`config.mk`:
```
export PLATFORM = sky130hd
export DESIGN_NAME = ctp_port
export DESIGN_NICKNAME = d
export VERILOG_FILES = /design/src/ctp_pkg.sv /design/src/ctp_stream_if.sv /design/src/ctp_pbuf.sv /design/src/ctp_port.sv
export VERILOG_INCLUDE_DIRS = /design/src
export SDC_FILE = /design/constraint.sdc
export NUM_CORES = 1
export LEC_CHECK = 0
export BUFFER_PORTS_ARGS = -buffer_cell sky130_fd_sc_hd__buf_2
export CAP_MARGIN = 10
export CORE_UTILIZATION = 24
export CTS_CLUSTER_DIAMETER = 100
export DETAILED_ROUTE_END_ITERATION = 8
export GPL_ROUTABILITY_DRIVEN = 0
export PLACE_DENSITY = 0.5
export SLEW_MARGIN = 10
export SYNTH_ARGS = -nofsm -noshare
export SYNTH_HDL_FRONTEND = slang
export SYNTH_SLANG_ARGS = --single-unit
```
`constraint.sdc`:
```
create_clock -name clk -period 2.1 [get_ports clk]
set_input_delay 0.21 -clock clk [delete_from_list [all_inputs] [get_ports clk]]
set_output_delay 0.21 -clock clk [all_outputs]
set_load 0.02 [all_outputs]
```
`src/ctp_defs.svh`:
```
`ifndef CTP_DEFS_SVH
`define CTP_DEFS_SVH

// Character field positions
`define CTP_NUM_LSB      0
`define CTP_NUM_MSB      3
`define CTP_ZONE_LSB     4
`define CTP_ZONE_MSB     5
`define CTP_CHAR_W       6

// Character codes: space, and those with a printer function
`define CTP_CHAR_SPACE   6'h00
`define CTP_CHAR_CRLF    6'h13
`define CTP_CHAR_BELL    6'h23
`define CTP_CHAR_TAB     6'h2E
`define CTP_CHAR_FF      6'h3E

// Reset values
`define CTP_RST_CHAR     6'h00
`define CTP_RST_ONLINE   1'b1

`endif

```
`src/ctp_pkg.sv`:
```
package ctp_pkg;
    // Six-bit typewriter character: zone over numeric
    typedef struct packed {
        logic [1:0] zone;
        logic [3:0] num;
    } ctp_char_t;

    // Printer functions decoded from a character
    typedef struct packed {
        logic crlf;
        logic bell;
        logic tab;
        logic ffeed;
    } ctp_ctl_t;

    // Keyboard arming state
    typedef enum logic {
        CTP_KBD_IDLE,
        CTP_KBD_ARMED
    } ctp_kbd_t;
endpackage : ctp_pkg

```
`src/ctp_stream_if.sv`:
```
`timescale 1ns/10ps
interface ctp_stream_if #(
    parameter int W = 10
);
    logic         valid;
    logic         ready;
    logic [W-1:0] data;

    modport src (output valid, output data, input  ready);
    modport snk (input  valid, input  data, output ready);
endinterface : ctp_stream_if

```
`src/ctp_pbuf.sv`:
```
`timescale 1ns/10ps
// Two-entry print buffer; slot 0 is always the head so outputs come from flops
module ctp_pbuf (
    input  wire logic clk,    // Clock
    input  wire logic rst,    // Async reset, active high
    input  wire logic ce,     // Clock enable
    ctp_stream_if.snk in_s,   // Fill side
    ctp_stream_if.src out_s   // Drain side
);
    localparam int W = $bits(in_s.data);

    logic [W-1:0] d0_ff, d1_ff, nxt_d0, nxt_d1;
    logic         v0_ff, v1_ff, nxt_v0, nxt_v1;
    logic         rdy_ff;
    logic         push, pop;

    assign push = in_s.valid & rdy_ff;
    assign pop  = v0_ff & out_s.ready;

    // Next contents: pop shifts slot 1 forward, push fills the first free slot
    always_comb begin
        nxt_d0 = d0_ff;
        nxt_d1 = d1_ff;
        nxt_v0 = v0_ff;
        nxt_v1 = v1_ff;
        if (pop) begin
            nxt_d0 = d1_ff;
            nxt_v0 = v1_ff;
            nxt_v1 = 1'b0;
        end
        if (push) begin
            if (!nxt_v0) begin
                nxt_d0 = in_s.data;
                nxt_v0 = 1'b1;
            end else begin
                nxt_d1 = in_s.data;
                nxt_v1 = 1'b1;
            end
        end
    end

    // Ready is registered from the next fill level, so it drops in the very cycle the buffer becomes full
    always_ff @(posedge clk or posedge rst) begin
        if (rst) begin
            d0_ff  <= '0;
            d1_ff  <= '0;
            v0_ff  <= 1'b0;
            v1_ff  <= 1'b0;
            rdy_ff <= 1'b1;
        end else if (ce) begin
            d0_ff  <= nxt_d0;
            d1_ff  <= nxt_d1;
            v0_ff  <= nxt_v0;
            v1_ff  <= nxt_v1;
            rdy_ff <= ~nxt_v1;
        end
    end

    assign in_s.ready  = rdy_ff;
    assign out_s.valid = v0_ff;
    assign out_s.data  = d0_ff;
endmodule : ctp_pbuf

```
`src/ctp_port.sv`:
```
`timescale 1ns/10ps
`include "ctp_defs.svh"

module ctp_port #(
    parameter int REG_W = 4                       // Arithmetic register select width
) (
    input  wire logic                clk,             // 40 MHz clock
    input  wire logic                rst,             // Async reset, active high
    input  wire logic                ce,              // Clock enable
    input  wire logic                print_char_instr, // Print instruction strobe
    input  wire ctp_pkg::ctp_char_t  print_data,      // Character from memory
    output logic                     print_ready,     // Buffer can take a print
    input  wire logic                arm_keyboard_instr, // Arm instruction strobe
    input  wire logic                read_char_instr, // Read instruction strobe
    input  wire logic [REG_W-1:0]    read_reg,        // Destination register
    output logic                     read_valid,      // Read answer pulse
    output ctp_pkg::ctp_char_t       read_char,       // Read answer data
    output logic [REG_W-1:0]         read_dest,       // Read answer register
    input  wire logic                clr_done,        // Clear completion indicator
    input  wire logic                clr_req,         // Clear request indicator
    input  wire logic                clr_rel,         // Clear release indicator
    output logic                     done_ind,        // Completion indicator
    output logic                     req_ind,         // Input-request indicator
    output logic                     rel_ind,         // Input-done indicator
    output logic                     contingency_irq, // Any indicator set
    output logic                     prt_valid,       // Character to typewriter
    output ctp_pkg::ctp_char_t       prt_char,        // Character to print
    output ctp_pkg::ctp_ctl_t        prt_ctl,         // Decoded printer function
    input  wire logic                prt_ready,       // Typewriter takes character
    input  wire logic                prt_done,        // Print cycle finished pulse
    input  wire logic                key_strobe,      // Key pressed pulse
    input  wire ctp_pkg::ctp_char_t  key_char,        // Keyed character
    input  wire logic                req_btn,         // Input-request button
    input  wire logic                rel_btn,         // Input-done button
    input  wire logic                online_btn,      // On-line button
    input  wire logic                offline_btn,     // Off-line button
    output logic                     online,          // On-line lamp
    output logic                     kbd_armed,       // Keyboard-armed lamp
    output ctp_pkg::ctp_char_t       typewriter_char_buffer // Buffer register
);
    import ctp_pkg::*;

    localparam int PW = $bits(ctp_ctl_t) + `CTP_CHAR_W;

    ctp_char_t    tcb_ff;
    ctp_kbd_t     kbd_ff;
    logic         online_ff, done_ff, req_ff, rel_ff, irq_ff;
    logic         nxt_done, nxt_req, nxt_rel;
    logic         rd_valid_ff;
    ctp_char_t    rd_char_ff;
    logic [REG_W-1:0] rd_dest_ff;
    logic         print_accept, key_accept;
    ctp_ctl_t     ctl;

    ctp_stream_if #(.W(PW)) in_s ();
    ctp_stream_if #(.W(PW)) out_s ();

    // Function decode on the way in, so the typewriter sees it with the char
    always_comb begin
        ctl       = '0;
        ctl.crlf  = (print_data == `CTP_CHAR_CRLF);
        ctl.bell  = (print_data == `CTP_CHAR_BELL);
        ctl.tab   = (print_data == `CTP_CHAR_TAB);
        ctl.ffeed = (print_data == `CTP_CHAR_FF);
    end

    // A print is a push into the buffer; the caller waits on the typewriter only when both slots are full
    assign in_s.valid   = ce & print_char_instr;
    assign in_s.data    = {ctl, print_data};
    assign print_accept = in_s.valid & in_s.ready;
    assign out_s.ready  = prt_ready;

    // Key capture needs arming and on-line; a print in the same cycle wins
    assign key_accept = ce & key_strobe & online_ff & (kbd_ff == CTP_KBD_ARMED)
                        & ~print_accept;

    ctp_pbuf u_pbuf (
        .clk   (clk),
        .rst   (rst),
        .ce    (ce),
        .in_s  (in_s.snk),
        .out_s (out_s.src)
    );

    // Character buffer: shared by print and keyboard
    always_ff @(posedge clk or posedge rst) begin
        if (rst) begin
            tcb_ff <= `CTP_RST_CHAR;
        end else if (print_accept) begin
            tcb_ff <= print_data;
        end else if (key_accept) begin
            tcb_ff <= key_char;
        end
    end

    // Keyboard arming; a fresh arm beats a same-cycle disarm
    always_ff @(posedge clk or posedge rst) begin
        if (rst) begin
            kbd_ff <= CTP_KBD_IDLE;
        end else if (ce) begin
            case (kbd_ff)
                CTP_KBD_IDLE: begin
                    if (arm_keyboard_instr) begin
                        kbd_ff <= CTP_KBD_ARMED;
                    end
                end
                CTP_KBD_ARMED: begin
                    if (!arm_keyboard_instr && (key_accept || rel_btn)) begin
                        kbd_ff <= CTP_KBD_IDLE;
                    end
                end
                default: kbd_ff <= CTP_KBD_IDLE;
            endcase
        end
    end

    // On-line state; pressing both buttons at once changes nothing
    always_ff @(posedge clk or posedge rst) begin
        if (rst) begin
            online_ff <= `CTP_RST_ONLINE;
        end else if (ce) begin
            if (!online_ff && online_btn && !offline_btn) begin
                online_ff <= 1'b1;
            end else if (online_ff && offline_btn && !online_btn) begin
                online_ff <= 1'b0;
            end
        end
    end

    // Sticky indicators: set beats clear so no event is lost
    always_comb begin
        nxt_done = (done_ff & ~clr_done) | prt_done | key_accept;
        nxt_req  = (req_ff & ~clr_req) | (req_btn & online_ff);
        nxt_rel  = (rel_ff & ~clr_rel) | rel_btn;
    end

    // Interrupt is registered from next values so it tracks the indicators
    always_ff @(posedge clk or posedge rst) begin
        if (rst) begin
            done_ff <= 1'b0;
            req_ff  <= 1'b0;
            rel_ff  <= 1'b0;
            irq_ff  <= 1'b0;
        end else if (ce) begin
            done_ff <= nxt_done;
            req_ff  <= nxt_req;
            rel_ff  <= nxt_rel;
            irq_ff  <= nxt_done | nxt_req | nxt_rel;
        end
    end

    // Read answer: one-cycle pulse with the buffer and destination
    always_ff @(posedge clk or posedge rst) begin
        if (rst) begin
            rd_valid_ff <= 1'b0;
            rd_char_ff  <= `CTP_RST_CHAR;
            rd_dest_ff  <= '0;
        end else if (ce) begin
            rd_valid_ff <= read_char_instr;
            if (read_char_instr) begin
                rd_char_ff <= tcb_ff;
                rd_dest_ff <= read_reg;
            end
        end
    end

    assign print_ready            = in_s.ready;
    assign read_valid             = rd_valid_ff;
    assign read_char              = rd_char_ff;
    assign read_dest              = rd_dest_ff;
    assign done_ind               = done_ff;
    assign req_ind                = req_ff;
    assign rel_ind                = rel_ff;
    assign contingency_irq        = irq_ff;
    assign prt_valid              = out_s.valid;
    assign prt_char               = out_s.data[`CTP_CHAR_W-1:0];
    assign prt_ctl                = out_s.data[PW-1:`CTP_CHAR_W];
    assign online                 = online_ff;
    assign kbd_armed              = (kbd_ff == CTP_KBD_ARMED);
    assign typewriter_char_buffer = tcb_ff;
endmodule : ctp_port

```
==> results.py <==
metrics = {
    "clock_tree": {
        "cts_setup_buffers": 0,
        "insertion_delay_ns": 0.29,
        "cts_hold_buf": 1,
        "cts_htree_levels": 2,
        "worst_setup_hold_path_clk_slew_ns": 0.08,
        "clock_tree.buffer_depth": 2,
        "clock-root-buffer": "sky130_fd_sc_hd__clkbuf_8",
        "cts_num_sinks": 46,
        "post_cts_resize_count": 0,
        "cts_tree": "done",
        "cts_buffers": 5,
    },
    "place": {
        "portBuffers": 66,
        "place.detailed.instances": 357,
        "hpwlAfterDp_mm": 3.55,
    },
    "floorplan": {
        "dieWidth_microns": 95.2,
        "initial_core_util": 0.251,
        "die_area_sq_mm": 0.00906,
        "chip_height_microns": 95.2,
        "std_cell_rows": 33,
        "io_pins": 67,
        "floorplan.core_area_sq_mm": 0.00830,
    },
    "global_route": {
        "grt_util_all_layers": 0.114,
        "maximum_number_of_pins_on_one_net_before_global_route_repair": 47,
        "globalRouteOverflowTotal": 0,
        "global_route_wire_length_before_repair_mm": 7.92,
        "first_global_vias": 1648,
        "antenna_found_initial": 0,
    },
    "pwr": {
        "ir_worst_vdd_mv": 0.233,
        "pwr-share-seq": 0.518,
        "netSwitchingPower_mw": 0.636,
        "totalPowerFinal_mw": 2.07,
        "comb_power_share": 0.234,
        "p_leak_nw": 1.28,
        "p_int_mw": 1.43,
        "netSwitchingFraction": 0.307,
        "clock_power_share": 0.248,
        "cellPowerDensity_mw_per_mm2": 788,
    },
    "detailed_routing": {
        "ant_nets": 0,
        "drc": 0,
        "vias_per_cell": 4.44,
        "first_iter_violations": 40,
        "routed_wire_length_per_instance_microns": 13.2,
        "routed-via-count": 1625,
        "drtPass1Iterations": 4,
        "drt-total-wl_mm": 4.83,
    },
    "sta": {
        "setup_repair_after_global_routing_missed_its_margin": "false",
        "finalHoldViolations": 0,
        "finalSetupTns_ns": 0,
        "period_minus_slack_ns": 1.61,
        "report.final.slew_viol_count": 0,
        "fmax_mhz": 621,
        "setup_viol": 0,
        "slew_headroom": 0.661,
        "worst_margin_slew_ns": 0.508,
        "layout_worst_path_cycle_share": 0.767,
        "skew_ns": 0.00566,
    },
    "finish": {
        "drive_gt1_frac": 0.379,
        "multi_input_area_sq_um": 777,
        "antenna_cells": 0,
        "layout_commonest_cell": "sky130_fd_sc_hd__buf_2",
        "num-nets-final": 292,
        "fillerInstances": 881,
        "areaGrowthSynthToFinish_pct": 26.0,
        "final_cell_mix": "66 x sky130_fd_sc_hd__buf_2, 44 x sky130_fd_sc_hd__dfrtp_1, 28 x sky130_fd_sc_hd__inv_1",
        "regArea_sq_mm": 0.00115,
        "final_cell_count_no_fill": 366,
    },
    "synthesis": {
        "ys.warnings.count": 0,
        "post-synth-top-area-fraction": 0.528,
        "synth.distinct_cells": 34,
        "postSynthCellCount": 191,
        "post-synth-top-area-cell": "sky130_fd_sc_hd__dfrtp_1",
        "per_instance_average_area_after_synthesis_sq_um": 10.9,
        "ys_ff_latch": 46,
        "async_flop_share": 1.00,
        "yosys-top-cells-area": "sky130_fd_sc_hd__dfrtp_1 53%, sky130_fd_sc_hd__mux2_2 9.2%, sky130_fd_sc_hd__inv_1 5.2%",
        "area_of_the_mapped_netlist_sq_mm": 0.00208,
        "synth_flop_cell": "sky130_fd_sc_hd__dfrtp_1",
        "synth_seq_area_share": 0.553,
        "synth-edff-count": 0,
        "synth_nets": 223,
    },
    "worst_setup_path": {
        "worstSetupPathType": "reg -> reg",
        "critical_path_at_ns": 1.79,
        "setup.worst_path.end_class": "flop",
        "worst_setup_path_startpoint": "u_pbuf.in_s.ready",
        "startpoint_type": "flop",
        "critPathMaxFanout": 10,
        "timing.rr.start": "u_pbuf.in_s.ready",
        "cp_data_required_time_ns": 2.28,
    },
    "worst_hold_path": {
        "hold_path.startpoint": "online_btn",
        "hold_class": "in -> reg",
    },
    "status": {
        "status": "finished clean",
    },
    "flow_run": {
        "cap_violations": 0,
    },
}
-- critical path, cell delays in order, from the launching register on --
cell and delay, ns:
sky130_fd_sc_hd__dfstp_2 0.59, sky130_fd_sc_hd__nand2_1 0.13, sky130_fd_sc_hd__nor3_1 0.21, sky130_fd_sc_hd__buf_4 0.23, sky130_fd_sc_hd__mux2_2 0.34
-- cells in the mapped netlist, types with 2 or more instances --
cell type and n:
sky130_fd_sc_hd__a21o_1 2, sky130_fd_sc_hd__nand3_1 11, sky130_fd_sc_hd__nand2_1 14, sky130_fd_sc_hd__clkbuf_1 3, sky130_fd_sc_hd__dfstp_2 2, sky130_fd_sc_hd__dfrtp_1 44
sky130_fd_sc_hd__and3_1 2, sky130_fd_sc_hd__mux2_2 17, sky130_fd_sc_hd__o221ai_1 9, sky130_fd_sc_hd__o21ai_0 7, sky130_fd_sc_hd__nor2_1 6, sky130_fd_sc_hd__inv_1 29
sky130_fd_sc_hd__or4_1 2, sky130_fd_sc_hd__and4_1 2, sky130_fd_sc_hd__mux2i_1 10, sky130_fd_sc_hd__a221oi_1 2, sky130_fd_sc_hd__and2b_2 2, sky130_fd_sc_hd__a21oi_1 8
sky130_fd_sc_hd__buf_2 4
-- power groups by stage --
stage	clock (mW)	combinational [mW]	sequential, mW
2_1_floorplan	0	0.143	1.24
3_3_place_gp	0	0.486	1.09
3_5_place_dp	0	0.491	1.09
4_1_cts	0.548	0.493	1.07
5_1_grt	0.582	0.526	1.09
6_report	0.514	0.483	1.07
-- per-layer routing --
layer,vias to the layer above,track usage,part of all wire
li1,800,-,-
met1,778,0.144,0.46
met2,42,0.184,0.46
met3,5,0.0343,0.064
met4,0,0.0379,0.012
met5,-,0,0
-- sequential cells by signal (all words and copies together), names as in the netlist --
name and flops:
read_char 6, read_dest 4, u_pbuf.in_s.ready 1, kbd_armed 1, u_pbuf.d1_ff 10, rel_ind 1, u_pbuf.out_s.data 10, typewriter_char_buffer 6
online 1, u_pbuf.out_s.valid 1, contingency_irq 1, req_ind 1, done_ind 1, read_valid 1, u_pbuf.v1_ff 1
-- layout make-up --
class,count,area share
Timing Repair Buffer,70,0.143
Sequential cell,46,0.439
Tap cell,105,0.0500
Inverter,29,0.0414
Multi-Input combinational cell,108,0.296
Clock buffer,8,0.0305
-- final timing paths --
| path | end | cells past startpoint | slack, ns |
|---|---|---|---|
| worst max-delay path | u_pbuf.d1_ff[1] | 4 | 0.49 |
| worst min-delay path | online | 3 | 0.14 |
| worst max register to register | u_pbuf.d1_ff[1] | 4 | 0.49 |
| worst min register to register | read_char[3] | 1 | 0.51 |
| max in group asynchronous | online | 4 | 1.33 |
| min in group asynchronous | typewriter_char_buffer[5] | 4 | 0.49 |
-- kinds of logic (layout without fill, tap and decap cells) --
family / Yosys count / in the layout / synth area share
multiplexers: 27 / 27 / 0.140
flip-flops: 46 / 46 / 0.553
AO/OA/AOI/OAI: 36 / 36 / 0.119
AND/OR/NAND/NOR: 45 / 45 / 0.114
buffers and inverters: 37 / 107 / 0.0738
-- per-stage QoR --
stage	util	setup slack (ns)	hold slack, ns	area (sq um)
2_1_floorplan	-	0.477	0.327	2080
3_3_place_gp	0.306	0.518	0.270	2540
3_5_place_dp	0.306	0.501	0.271	2540
4_1_cts	0.316	0.487	0.125	2630
5_1_grt	0.316	0.365	0.133	2630
6_report	0.316	0.490	0.138	2630
Note: power is estimated with default switching activity, not from simulation.
